**config.mk**
```make
export PLATFORM = sky130hd
export DESIGN_NAME = bwp_port
export DESIGN_NICKNAME = d
export VERILOG_FILES = /design/src/pkg/bwp_pkg.sv /design/src/verilog/bwp_sync.sv /design/src/verilog/bwp_port.sv
export SDC_FILE = /design/constraint.sdc
export NUM_CORES = 1
export LEC_CHECK = 0
export BUFFER_PORTS_ARGS = -buffer_cell sky130_fd_sc_hd__buf_4
export CAP_MARGIN = 20
export CORE_MARGIN = 4
export CORE_UTILIZATION = 45
export CTS_BUF_LIST = sky130_fd_sc_hd__clkbuf_8
export DETAILED_ROUTE_END_ITERATION = 16
export PLACE_DENSITY = 0.7
export REMOVE_ABC_BUFFERS = 1
export SLEW_MARGIN = 40
export SYNTH_ARGS = -nofsm -noshare
export SYNTH_HDL_FRONTEND = slang
export SYNTH_SLANG_ARGS = --single-unit
```
**constraint.sdc**
```tcl
create_clock -name clk -period 2.7 [get_ports clk]
set_input_delay 0.405 -clock clk [delete_from_list [all_inputs] [get_ports clk]]
set_output_delay 0.405 -clock clk [all_outputs]
set_load 0.02 [all_outputs]
```
**src/pkg/bwp_pkg.sv**
```systemverilog
package bwp_pkg;
    // clock and timing
    localparam int unsigned CLK_HZ = 20_000_000;
    localparam int unsigned STROBE_US = 100;
    localparam int unsigned STROBE_CYC = (CLK_HZ / 1_000_000) * STROBE_US;
    localparam int unsigned DEBOUNCE_US = 1000;
    localparam int unsigned DEBOUNCE_CYC = (CLK_HZ / 1_000_000) * DEBOUNCE_US;

    // value layout
    localparam int unsigned DIGITS = 5;
    localparam int unsigned MAG_W = 20;
    localparam int unsigned BCD_W = 4 * DIGITS;
    localparam int unsigned CONV_DIGITS = 7;
    localparam logic [19:0] TARE_LIMIT = 20'hF_423F;

    // register byte offsets
    localparam logic [4:0] OFS_CTRL = 5'h00;
    localparam logic [4:0] OFS_NET_OVER = 5'h04;
    localparam logic [4:0] OFS_GROSS_OVER = 5'h08;
    localparam logic [4:0] OFS_STATUS = 5'h0C;
    localparam logic [4:0] OFS_MASK = 5'h10;
    localparam logic [4:0] OFS_PORT = 5'h14;
    localparam logic [4:0] OFS_INPUTS = 5'h18;

    // control fields
    localparam int unsigned CTRL_SKIP_LSB = 0;
    localparam int unsigned CTRL_SKIP_W = 4;
    localparam logic [3:0] CTRL_SKIP_RST = 4'h0;
    localparam logic [19:0] NET_OVER_RST = 20'h1_869F;
    localparam logic [19:0] GROSS_OVER_RST = 20'h1_869F;

    // status and mask bits
    localparam int unsigned ST_UPDATE = 0;
    localparam int unsigned ST_PRINT = 1;
    localparam int unsigned ST_OVER = 2;
    localparam int unsigned ST_W = 3;
    localparam logic [2:0] MASK_RST = 3'h0;

    // port register fields
    localparam int unsigned PORT_MINUS = 20;
    localparam int unsigned PORT_OVER = 21;

    // value selection
    typedef enum logic [1:0] {
        BWP_SEL_DISP,
        BWP_SEL_NET,
        BWP_SEL_GROSS,
        BWP_SEL_TARE
    } bwp_sel_t;

    typedef enum logic [1:0] {
        BWP_IDLE,
        BWP_CONV,
        BWP_STRB
    } bwp_state_t;
endpackage

```
**src/verilog/bwp_sync.sv**
```systemverilog
// two-flop synchroniser plus debounce for slow contact inputs
module bwp_sync #(
    parameter int unsigned W = 4,
    parameter int unsigned DEB_CYC = 20000
) (
    // clock and reset
    input wire logic clk,
    input wire logic rst_n,
    // raw pins and clean levels
    input wire logic [W-1:0] raw,
    output logic [W-1:0] clean
);
    localparam int unsigned CW = $clog2(DEB_CYC + 1);

    initial begin
        if (DEB_CYC < 1) begin
            $error("debounce count must be at least one");
        end
    end

    for (genvar i = 0; i < W; i++) begin : g_bit
        logic s1_q, s2_q, cl_q, cl_d;
        logic [CW-1:0] cnt_q, cnt_d;

        // count while the synchronised level differs
        always_comb begin
            cl_d = cl_q;
            cnt_d = '0;
            if (s2_q != cl_q) begin
                if (cnt_q == CW'(DEB_CYC - 1)) begin
                    cl_d = s2_q;
                end else begin
                    cnt_d = cnt_q + CW'(1);
                end
            end
        end

        // open contact idles high
        always_ff @(posedge clk) begin
            if (!rst_n) begin
                s1_q <= 1'b1;
                s2_q <= 1'b1;
                cl_q <= 1'b1;
                cnt_q <= '0;
            end else begin
                s1_q <= raw[i];
                s2_q <= s1_q;
                cl_q <= cl_d;
                cnt_q <= cnt_d;
            end
        end

        assign clean[i] = cl_q;
    end
endmodule

```
**src/verilog/bwp_port.sv**
```systemverilog
// What this block does
// - Five decimal digits go out, each as four lines weighted 8, 4, 2, 1 in plain binary.
// - The sign line is 0 for a positive value and 1 for a negative one.
// - The over line is 1 when net beats its limit, gross beats its limit or tare beats 999999.
// - A print pulse goes out with each completion of the over/under comparison made while hold is open.
// - Digits refresh after each conversion and one strobe pulse marks each refreshed set.
// - By default every conversion updates the port; a setting skips conversions to slow it.
// - While hold is shorted the data lines freeze and no strobe goes out.
// - Polarity input open gives negative logic, shorted gives positive logic.
// - Negative logic turns the transistor on for a 1; positive logic turns it off for a 1.
// - The two selection inputs pick displayed, net, gross or tare value.
//
// The Avalon-MM slave port and the register addresses were left to the implementer.
module bwp_port #(
    parameter int unsigned DEB_CYC = bwp_pkg::DEBOUNCE_CYC,
    parameter int unsigned STRB_CYC = bwp_pkg::STROBE_CYC
) (
    // clock and reset
    input wire logic clk,
    input wire logic rst_n,
    // avalon-mm slave
    input wire logic [4:0] avs_address,
    input wire logic avs_read,
    input wire logic avs_write,
    input wire logic [31:0] avs_writedata,
    input wire logic [3:0] avs_byteenable,
    output logic [31:0] avs_readdata,
    output logic avs_waitrequest,
    output logic irq,
    // weighing core
    input wire logic adc_done,
    input wire logic judge_done,
    input wire logic [19:0] disp_mag,
    input wire logic disp_neg,
    input wire logic disp_over,
    input wire logic [19:0] net_mag,
    input wire logic net_neg,
    input wire logic [19:0] gross_mag,
    input wire logic gross_neg,
    input wire logic [19:0] tare_mag,
    input wire logic tare_neg,
    // contact inputs, low while shorted to common_return
    input wire logic hold_pin_n,
    input wire logic logic_pin_n,
    input wire logic sel1_pin_n,
    input wire logic sel2_pin_n,
    // open-collector drives, high turns the transistor on
    output logic [19:0] bcd_sink,
    output logic minus_sink,
    output logic over_sink,
    output logic pc_sink,
    output logic strobe_sink
);
    localparam int unsigned SCW = $clog2(STRB_CYC + 1);
    localparam int unsigned DW = 4 * bwp_pkg::CONV_DIGITS;
    localparam int unsigned BITS = bwp_pkg::MAG_W;

    initial begin
        if (STRB_CYC < 2 || DEB_CYC < 1) begin
            $error("pulse and debounce counts too small");
        end
    end

    // one add-3 pass over every digit of the conversion register
    function automatic logic [DW-1:0] add3(input logic [DW-1:0] v);
        logic [DW-1:0] r;
        r = v;
        for (int k = 0; k < bwp_pkg::CONV_DIGITS; k++) begin
            if (r[4*k +: 4] > 4'h4) begin
                r[4*k +: 4] = r[4*k +: 4] + 4'h3;
            end
        end
        return r;
    endfunction

    // byte-lane merge for register writes
    function automatic logic [31:0] merge(input logic [31:0] old, input logic [31:0] nw,
                                          input logic [3:0] be);
        logic [31:0] r;
        r = old;
        for (int k = 0; k < 4; k++) begin
            if (be[k]) begin
                r[8*k +: 8] = nw[8*k +: 8];
            end
        end
        return r;
    endfunction

    // contact inputs, synchronised and debounced
    logic [3:0] pins_clean;
    bwp_sync #(
        .W(4),
        .DEB_CYC(DEB_CYC)
    ) u_sync (
        .clk(clk),
        .rst_n(rst_n),
        .raw({hold_pin_n, logic_pin_n, sel1_pin_n, sel2_pin_n}),
        .clean(pins_clean)
    );

    logic hold_act, pos_logic;
    bwp_pkg::bwp_sel_t sel;
    assign hold_act = !pins_clean[3];
    assign pos_logic = !pins_clean[2];

    // selection decode
    always_comb begin
        unique case (pins_clean[1:0])
            2'b11: sel = bwp_pkg::BWP_SEL_DISP;
            2'b10: sel = bwp_pkg::BWP_SEL_NET;
            2'b00: sel = bwp_pkg::BWP_SEL_GROSS;
            2'b01: sel = bwp_pkg::BWP_SEL_TARE;
        endcase
    end

    // register state
    logic ack_q, ack_d;
    logic [31:0] rdata_q, rdata_d;
    logic [3:0] skip_cfg_q, skip_cfg_d;
    logic [19:0] net_lim_q, net_lim_d, gross_lim_q, gross_lim_d;
    logic [2:0] status_q, status_d, mask_q, mask_d;
    logic [2:0] ev;

    // pipeline state
    bwp_pkg::bwp_state_t st_q, st_d;
    logic [3:0] skip_q, skip_d;
    logic [19:0] bin_q, bin_d;
    logic [DW-1:0] dig_q, dig_d;
    logic [DW-1:0] dig_adj;
    logic [4:0] bit_q, bit_d;
    logic cap_neg_q, cap_neg_d, cap_over_q, cap_over_d;
    logic [19:0] bcd_q, bcd_d;
    logic minus_q, minus_d, over_q, over_d;
    logic strb_q, strb_d, pc_q, pc_d;
    logic [SCW-1:0] scnt_q, scnt_d, pcnt_q, pcnt_d;
    logic start;
    logic [19:0] sel_mag;
    logic sel_neg, sel_over;

    // value picked by the selection inputs
    always_comb begin
        unique case (sel)
            bwp_pkg::BWP_SEL_DISP: begin
                sel_mag = disp_mag;
                sel_neg = disp_neg;
                sel_over = disp_over;
            end
            bwp_pkg::BWP_SEL_NET: begin
                sel_mag = net_mag;
                sel_neg = net_neg;
                sel_over = !net_neg && (net_mag > net_lim_q);
            end
            bwp_pkg::BWP_SEL_GROSS: begin
                sel_mag = gross_mag;
                sel_neg = gross_neg;
                sel_over = !gross_neg && (gross_mag > gross_lim_q);
            end
            bwp_pkg::BWP_SEL_TARE: begin
                sel_mag = tare_mag;
                sel_neg = tare_neg;
                sel_over = !tare_neg && (tare_mag > bwp_pkg::TARE_LIMIT);
            end
        endcase
    end

    // conversion taken when idle, not held and the skip count is spent
    assign start = adc_done && !hold_act && st_q == bwp_pkg::BWP_IDLE && skip_q == 4'h0;

    // digits after the add-3 pass, before the shift
    assign dig_adj = add3(dig_q);

    // update pipeline: capture, binary to bcd, strobe
    always_comb begin
        st_d = st_q;
        skip_d = skip_q;
        bin_d = bin_q;
        dig_d = dig_q;
        bit_d = bit_q;
        cap_neg_d = cap_neg_q;
        cap_over_d = cap_over_q;
        bcd_d = bcd_q;
        minus_d = minus_q;
        over_d = over_q;
        strb_d = strb_q;
        scnt_d = scnt_q;
        if (adc_done && st_q == bwp_pkg::BWP_IDLE && !hold_act) begin
            skip_d = (skip_q == 4'h0) ? skip_cfg_q : skip_q - 4'h1;
        end
        unique case (st_q)
            bwp_pkg::BWP_IDLE: begin
                if (start) begin
                    bin_d = sel_mag;
                    dig_d = '0;
                    bit_d = '0;
                    cap_neg_d = sel_neg;
                    cap_over_d = sel_over;
                    st_d = bwp_pkg::BWP_CONV;
                end
            end
            bwp_pkg::BWP_CONV: begin
                dig_d = {dig_adj[DW-2:0], bin_q[19]};
                bin_d = {bin_q[18:0], 1'b0};
                bit_d = bit_q + 5'h1;
                if (bit_q == 5'(BITS - 1)) begin
                    st_d = bwp_pkg::BWP_STRB;
                end
            end
            bwp_pkg::BWP_STRB: begin
                if (hold_act) begin
                    st_d = bwp_pkg::BWP_IDLE;
                    strb_d = 1'b0;
                end else if (!strb_q) begin
                    bcd_d = dig_q[bwp_pkg::BCD_W-1:0];
                    minus_d = cap_neg_q;
                    over_d = cap_over_q;
                    strb_d = 1'b1;
                    scnt_d = SCW'(STRB_CYC - 1);
                end else if (scnt_q == '0) begin
                    strb_d = 1'b0;
                    st_d = bwp_pkg::BWP_IDLE;
                end else begin
                    scnt_d = scnt_q - SCW'(1);
                end
            end
        endcase
    end

    // print pulse on each comparison completion, suppressed while held
    always_comb begin
        pc_d = pc_q;
        pcnt_d = pcnt_q;
        if (hold_act) begin
            pc_d = 1'b0;
        end else if (judge_done) begin
            pc_d = 1'b1;
            pcnt_d = SCW'(STRB_CYC - 1);
        end else if (pc_q) begin
            if (pcnt_q == '0) begin
                pc_d = 1'b0;
            end else begin
                pcnt_d = pcnt_q - SCW'(1);
            end
        end
    end

    always_ff @(posedge clk) begin
        if (!rst_n) begin
            st_q <= bwp_pkg::BWP_IDLE;
            skip_q <= '0;
            bin_q <= '0;
            dig_q <= '0;
            bit_q <= '0;
            cap_neg_q <= 1'b0;
            cap_over_q <= 1'b0;
            bcd_q <= '0;
            minus_q <= 1'b0;
            over_q <= 1'b0;
            strb_q <= 1'b0;
            scnt_q <= '0;
            pc_q <= 1'b0;
            pcnt_q <= '0;
        end else begin
            st_q <= st_d;
            skip_q <= skip_d;
            bin_q <= bin_d;
            dig_q <= dig_d;
            bit_q <= bit_d;
            cap_neg_q <= cap_neg_d;
            cap_over_q <= cap_over_d;
            bcd_q <= bcd_d;
            minus_q <= minus_d;
            over_q <= over_d;
            strb_q <= strb_d;
            scnt_q <= scnt_d;
            pc_q <= pc_d;
            pcnt_q <= pcnt_d;
        end
    end

    // transistor drive: data xor logic sense
    assign bcd_sink = bcd_q ^ {20{pos_logic}};
    assign minus_sink = minus_q ^ pos_logic;
    assign over_sink = over_q ^ pos_logic;
    assign strobe_sink = strb_q ^ pos_logic;
    assign pc_sink = pc_q ^ pos_logic;

    // events for the status register
    assign ev[bwp_pkg::ST_UPDATE] = strb_d && !strb_q;
    assign ev[bwp_pkg::ST_PRINT] = pc_d && !pc_q;
    assign ev[bwp_pkg::ST_OVER] = over_d && !over_q;

    // bus slave: one wait cycle, then answer
    always_comb begin
        logic [31:0] wv;
        wv = '0;
        ack_d = (avs_read || avs_write) && !ack_q;
        rdata_d = rdata_q;
        skip_cfg_d = skip_cfg_q;
        net_lim_d = net_lim_q;
        gross_lim_d = gross_lim_q;
        mask_d = mask_q;
        status_d = status_q;
        if (ack_d && avs_read) begin
            unique case (avs_address)
                bwp_pkg::OFS_CTRL: rdata_d = {28'h000_0000, skip_cfg_q};
                bwp_pkg::OFS_NET_OVER: rdata_d = {12'h000, net_lim_q};
                bwp_pkg::OFS_GROSS_OVER: rdata_d = {12'h000, gross_lim_q};
                bwp_pkg::OFS_STATUS: rdata_d = {29'h0000_0000, status_q};
                bwp_pkg::OFS_MASK: rdata_d = {29'h0000_0000, mask_q};
                bwp_pkg::OFS_PORT: rdata_d = {10'h000, over_q, minus_q, bcd_q};
                bwp_pkg::OFS_INPUTS: rdata_d = {28'h000_0000, pins_clean};
                default: rdata_d = '0;
            endcase
        end
        if (ack_q && avs_write) begin
            unique case (avs_address)
                bwp_pkg::OFS_CTRL: begin
                    wv = merge({28'h000_0000, skip_cfg_q}, avs_writedata, avs_byteenable);
                    skip_cfg_d = wv[bwp_pkg::CTRL_SKIP_LSB +: bwp_pkg::CTRL_SKIP_W];
                end
                bwp_pkg::OFS_NET_OVER: begin
                    wv = merge({12'h000, net_lim_q}, avs_writedata, avs_byteenable);
                    net_lim_d = wv[19:0];
                end
                bwp_pkg::OFS_GROSS_OVER: begin
                    wv = merge({12'h000, gross_lim_q}, avs_writedata, avs_byteenable);
                    gross_lim_d = wv[19:0];
                end
                bwp_pkg::OFS_STATUS: begin
                    if (avs_byteenable[0]) begin
                        status_d = status_q & ~avs_writedata[2:0];
                    end
                end
                bwp_pkg::OFS_MASK: begin
                    if (avs_byteenable[0]) begin
                        mask_d = avs_writedata[2:0];
                    end
                end
                default: wv = '0;
            endcase
        end
        status_d = status_d | ev; // set wins over clear
    end

    always_ff @(posedge clk) begin
        if (!rst_n) begin
            ack_q <= 1'b0;
            rdata_q <= '0;
            skip_cfg_q <= bwp_pkg::CTRL_SKIP_RST;
            net_lim_q <= bwp_pkg::NET_OVER_RST;
            gross_lim_q <= bwp_pkg::GROSS_OVER_RST;
            status_q <= '0;
            mask_q <= bwp_pkg::MASK_RST;
        end else begin
            ack_q <= ack_d;
            rdata_q <= rdata_d;
            skip_cfg_q <= skip_cfg_d;
            net_lim_q <= net_lim_d;
            gross_lim_q <= gross_lim_d;
            status_q <= status_d;
            mask_q <= mask_d;
        end
    end

    assign avs_waitrequest = (avs_read || avs_write) && !ack_q;
    assign avs_readdata = rdata_q;
    assign irq = |(status_q & mask_q);

    // checks
    property p_digits;
        @(posedge clk) disable iff (!rst_n)
        bcd_q[3:0] <= 4'h9 && bcd_q[7:4] <= 4'h9 && bcd_q[11:8] <= 4'h9
            && bcd_q[15:12] <= 4'h9 && bcd_q[19:16] <= 4'h9;
    endproperty
    a_digits: assert property (p_digits) else $error("bcd digit above nine");

    property p_sign;
        @(posedge clk) disable iff (!rst_n)
        start |-> ##22 (minus_q == $past(sel_neg, 22) || hold_act || $past(hold_act));
    endproperty
    a_sign: assert property (p_sign) else $error("sign not from captured value");

    property p_tare_over;
        @(posedge clk) disable iff (!rst_n)
        start && sel == bwp_pkg::BWP_SEL_TARE && !tare_neg && tare_mag > bwp_pkg::TARE_LIMIT
            |=> cap_over_q;
    endproperty
    a_tare_over: assert property (p_tare_over) else $error("tare over missed");

    property p_print;
        @(posedge clk) disable iff (!rst_n)
        judge_done && !hold_act |=> pc_q ##1 (pc_q || $past(hold_act));
    endproperty
    a_print: assert property (p_print) else $error("print pulse missing");

    property p_strobe_after;
        @(posedge clk) disable iff (!rst_n)
        start |-> ##22 (strb_q || $past(hold_act));
    endproperty
    a_strobe_after: assert property (p_strobe_after) else $error("strobe late");

    property p_strobe_len;
        @(posedge clk) disable iff (!rst_n)
        $rose(strb_q) |-> ##1 (strb_q || hold_act) [*8];
    endproperty
    a_strobe_len: assert property (p_strobe_len) else $error("strobe too short");

    // cycles the strobe has stood high
    logic [SCW-1:0] shi_q, shi_d;
    always_comb begin
        shi_d = strb_q ? shi_q + SCW'(1) : '0;
    end

    always_ff @(posedge clk) begin
        if (!rst_n) begin
            shi_q <= '0;
        end else begin
            shi_q <= shi_d;
        end
    end

    property p_strobe_end;
        @(posedge clk) disable iff (!rst_n)
        strb_q |-> shi_q < SCW'(STRB_CYC);
    endproperty
    a_strobe_end: assert property (p_strobe_end) else $error("strobe never ends");

    property p_hold;
        @(posedge clk) disable iff (!rst_n)
        hold_act && $past(hold_act) |-> $stable(bcd_q) && !$rose(strb_q);
    endproperty
    a_hold: assert property (p_hold) else $error("data moved while held");

    property p_pol;
        @(posedge clk) disable iff (!rst_n)
        pins_clean[2] && strb_q |-> strobe_sink;
    endproperty
    a_pol: assert property (p_pol) else $error("negative logic sense wrong");

    property p_bus;
        @(posedge clk) disable iff (!rst_n)
        $rose(avs_read) |-> avs_waitrequest ##1 !avs_waitrequest;
    endproperty
    a_bus: assert property (p_bus) else $error("bus answer not in one cycle");

    c_update: cover property (@(posedge clk) disable iff (!rst_n) $fell(strb_q));
    c_hold: cover property (@(posedge clk) disable iff (!rst_n) hold_act && adc_done);
    c_print: cover property (@(posedge clk) disable iff (!rst_n) $rose(pc_q) && pos_logic);
endmodule

```
==> reports/results.txt <==
Status -> finished, final reports clean
Final core utilization -> 54.8%
1st-iter DRT viols -> 808
Post-CTS Resized -> 0
CTS Buf Count -> 42
Cell Count, Final, Fillers Out -> 1,977
Sequential share of power -> 44.5%
Dominant cells by area after synthesis -> dfxtp_1 (39%), ha_1 (5.6%), nand2_1 (5.0%)
PD cells -> 608 nW/um^2
Post-synth EDFFs -> 0
Final hold violation count -> 0
Via density -> 5.56
Crit path launch -> net_lim_q[15]
Design Area, Final -> 14,800 sq um
Drt pass-1 iters -> 7
CTS tree -> yes
# Max-Cap Violations -> 0
Worst vdd ir -> 338 uV
GRT overflow -> 0
Max stage delay on crit path -> 380 ps
Worst hold path type -> in2reg
Crit path buf inv count -> 2
Clk pwr share -> 36.6%
Cell Area, Placed -> 14,000 sq um
Antenna cells -> 0
Sw Share -> 29.5%
Fraction of registers with async set/reset -> 0%
Final HPWL DP -> 25,700 microns
Clk pin slew, worst setup/hold paths -> 60 ps
CP delay by family, top -> simple AND/OR/NAND/NOR gates
Sequential share of the synthesized area -> 39.4%
Logic pwr share -> 18.9%
Post-CTS Hold Fix Bufs -> 0
Root Driver -> clkbuf_8
RSZ-0062 raised after global routing -> false
Total wire length -> 34,600 microns
Largest net degree at the start of global routing -> 63
Post-synthesis cell type count -> 69
Most used DFF post-synth -> dfxtp_1
Vias in the first global route -> 10,700
Yosys reg bits -> 244
Fillers -> 2,471
Crit Path Class -> reg2reg
Port bufs -> 170
Fin nets -> 1,803
Relative slew margins -> 50.6%
Post-CTS Setup Repair Bufs -> 0
Core Area -> 27,000 sq um
Number of setup violations in the final report -> 0
I/O Pins -> 194
DIE HEIGHT -> 174 microns
First-pass GRT wire length -> 55,100 microns
Syn avg cell area -> 8.60 sq um
Number of remaining DRC errors -> 0
Initial Utilization -> 45.9%
Ys Warns -> 0
Area grow syn2layout -> 19.4%
Total negative slack -> 0 ps
Clk buf depth -> 3
Routability-driven placement congestion ratio -> 0.895
Num rows -> 60
Period minus WS final -> 2420 ps
CP max stage cell -> nor4_1
Worst setup EP type -> flop
CTS sink count -> 244
Max FO, Critical Path -> 3
Sw Pwr -> 0.00266 W
Fin Clk Skew -> 21.2 ps
Tightest Pin Transition -> 742 ps
Min-delay src -> sel1_pin_n
Clock latency at the later pin of the worst-skew pair -> 550 ps
Yosys top cell area share -> 39.4%
P_leak -> 5.85 nW
Reg2Reg Launch Point -> net_lim_q[15]
Antenna Nets Post-Route -> 0
Peak Freq -> 413 MHz
Die X -> 174 microns
Internal power -> 0.00636 W
Initial antenna violation count -> 0
Total number of vias -> 11,000
Most area-hungry cell type in the Yosys netlist -> dfxtp_1
Routed wire per std cell -> 17.5 microns
Period utilization -> 89.7%
Total GRT Usage -> 22.0%
Critical Path AT -> 2880 ps
Critical Path RT -> 3150 ps
Startpoint class of the critical path -> flop
Final Max Slew Viols -> 0
CTS HTree Levels -> 2
Placed cells -> 1,908
Die area -> 30,300 sq um
Mapped Cells -> 1,443
Layout cell share with drive strength beyond 1 -> 18.3%
Critical Path, Cell by Cell -> inv_1, ha_1, nand4_1, nor4_1, buf_4, a21boi_0, and4b_1, o32ai_1
Mapped cell area -> 12,400 sq um
metal layers:
layer  wire length, microns  track usage [%]
met3                   2660             4.76
met4                   1080             7.56
met5                      0                0
met1                  15300             29.6
met2                  15600             35.3
cells in the mapped netlist, drive strengths merged (4+ instances only):
library cell  count
dfxtp           244
nand2           166
nor2            146
a21oi           117
inv              79
nand3            64
ha               56
xor2             55
mux2i            47
xnor2            47
clkbuf           44
buf              42
nor3             35
nand4            33
a22oi            31
o21ai            30
o211ai           22
mux4             21
a21o             19
and3             14
o221ai           12
nand2b           11
and2             10
nor2b             8
nor4              8
a211oi            7
nor3b             7
a311oi            5
nor4b             5
or3               5
mux2              4
o22ai             4
power groups by stage:
stage	clock network (W)	registers (W)	logic, W
finish	0.00330	0.00401	0.00170
global route	0.00352	0.00405	0.00186
CTS	0.00337	0.00401	0.00169
detailed placement	0	0.00408	0.00168
global placement	0	0.00407	0.00165
floorplan	0	0.00404	0.00105
flip-flops by register name, summed over array words and instances, names as in the netlist, 2 cells and up:
name,flops
avs_readdata,22
bcd_q,20
bin_q,20
bit_q,5
dig_q,20
gross_lim_q,20
mask_q,3
net_lim_q,20
pcnt_q,11
scnt_q,11
skip_cfg_q,4
skip_q,4
st_q,2
status_q,3
u_sync.g_bit.cl_q,4
u_sync.g_bit.cnt_q,60
u_sync.g_bit.s1_q,4
u_sync.g_bit.s2_q,4
layout by cell type (no fill, tap or decap), types with 47 or more instances in the layout:
cell	instances
dfxtp_1	242
a21oi_1	117
nor2_1	145
mux2i_1	47
nand3_1	64
clkbuf_8	49
buf_4	199
xnor2_1	47
inv_1	87
ha_1	56
nand2_1	165
xor2_1	55
cell type report:
class / instances / area, sq um / share of cell area, %
well taps: 341 / 427 / 2.88
clock buffers: 49 / 674 / 4.55
repair buffers: 202 / 1550 / 10.5
clock inverters: 20 / 140 / 0.946
flip-flops and latches: 244 / 4890 / 33.0
inverters: 79 / 298 / 2.01
multi-input cells: 1042 / 6840 / 46.1
worst reg2reg max path, cell delays in order (launching register included):
cell and delay [ps]:
dfxtp_1 330, inv_1 80, ha_1 320, nand4_1 290, nor4_1 380, buf_4 180, a21boi_0 320, and4b_1 250
o32ai_1 200
per-stage QoR:
| step | setup WS (ps) | hold WS (ps) | power, W |
|---|---|---|---|
| final | 278 | 55.4 | 0.00901 |
| after global routing | 90.6 | 44.8 | 0.00943 |
| after CTS | 279 | 22.4 | 0.00906 |
| after detailed placement | 192 | 400 | 0.00576 |
| after global placement | 298 | 394 | 0.00572 |
| after floorplan | 12.6 | 386 | 0.00509 |
final timing paths:
check                    endpoint  slack [ps]  cells after the start
max                    cap_over_q         280                      8
max reg2reg            cap_over_q         280                      8
min reg2reg  u_sync.g_bit[0].s2_q         410                      1
min          u_sync.g_bit[1].s1_q          60                      2
cells by family after synthesis:
kind of cell	Yosys count	share of synthesized area (%)
fa+ha+maj	56	5.65
compound gates	277	14.3
xor+xnor	102	7.20
mux	72	7.96
simple gates	525	19.7
other cells	1	0.0302
buf+inv	166	5.84
flops	244	39.4
Note: power is estimated with default switching activity, not from simulation.
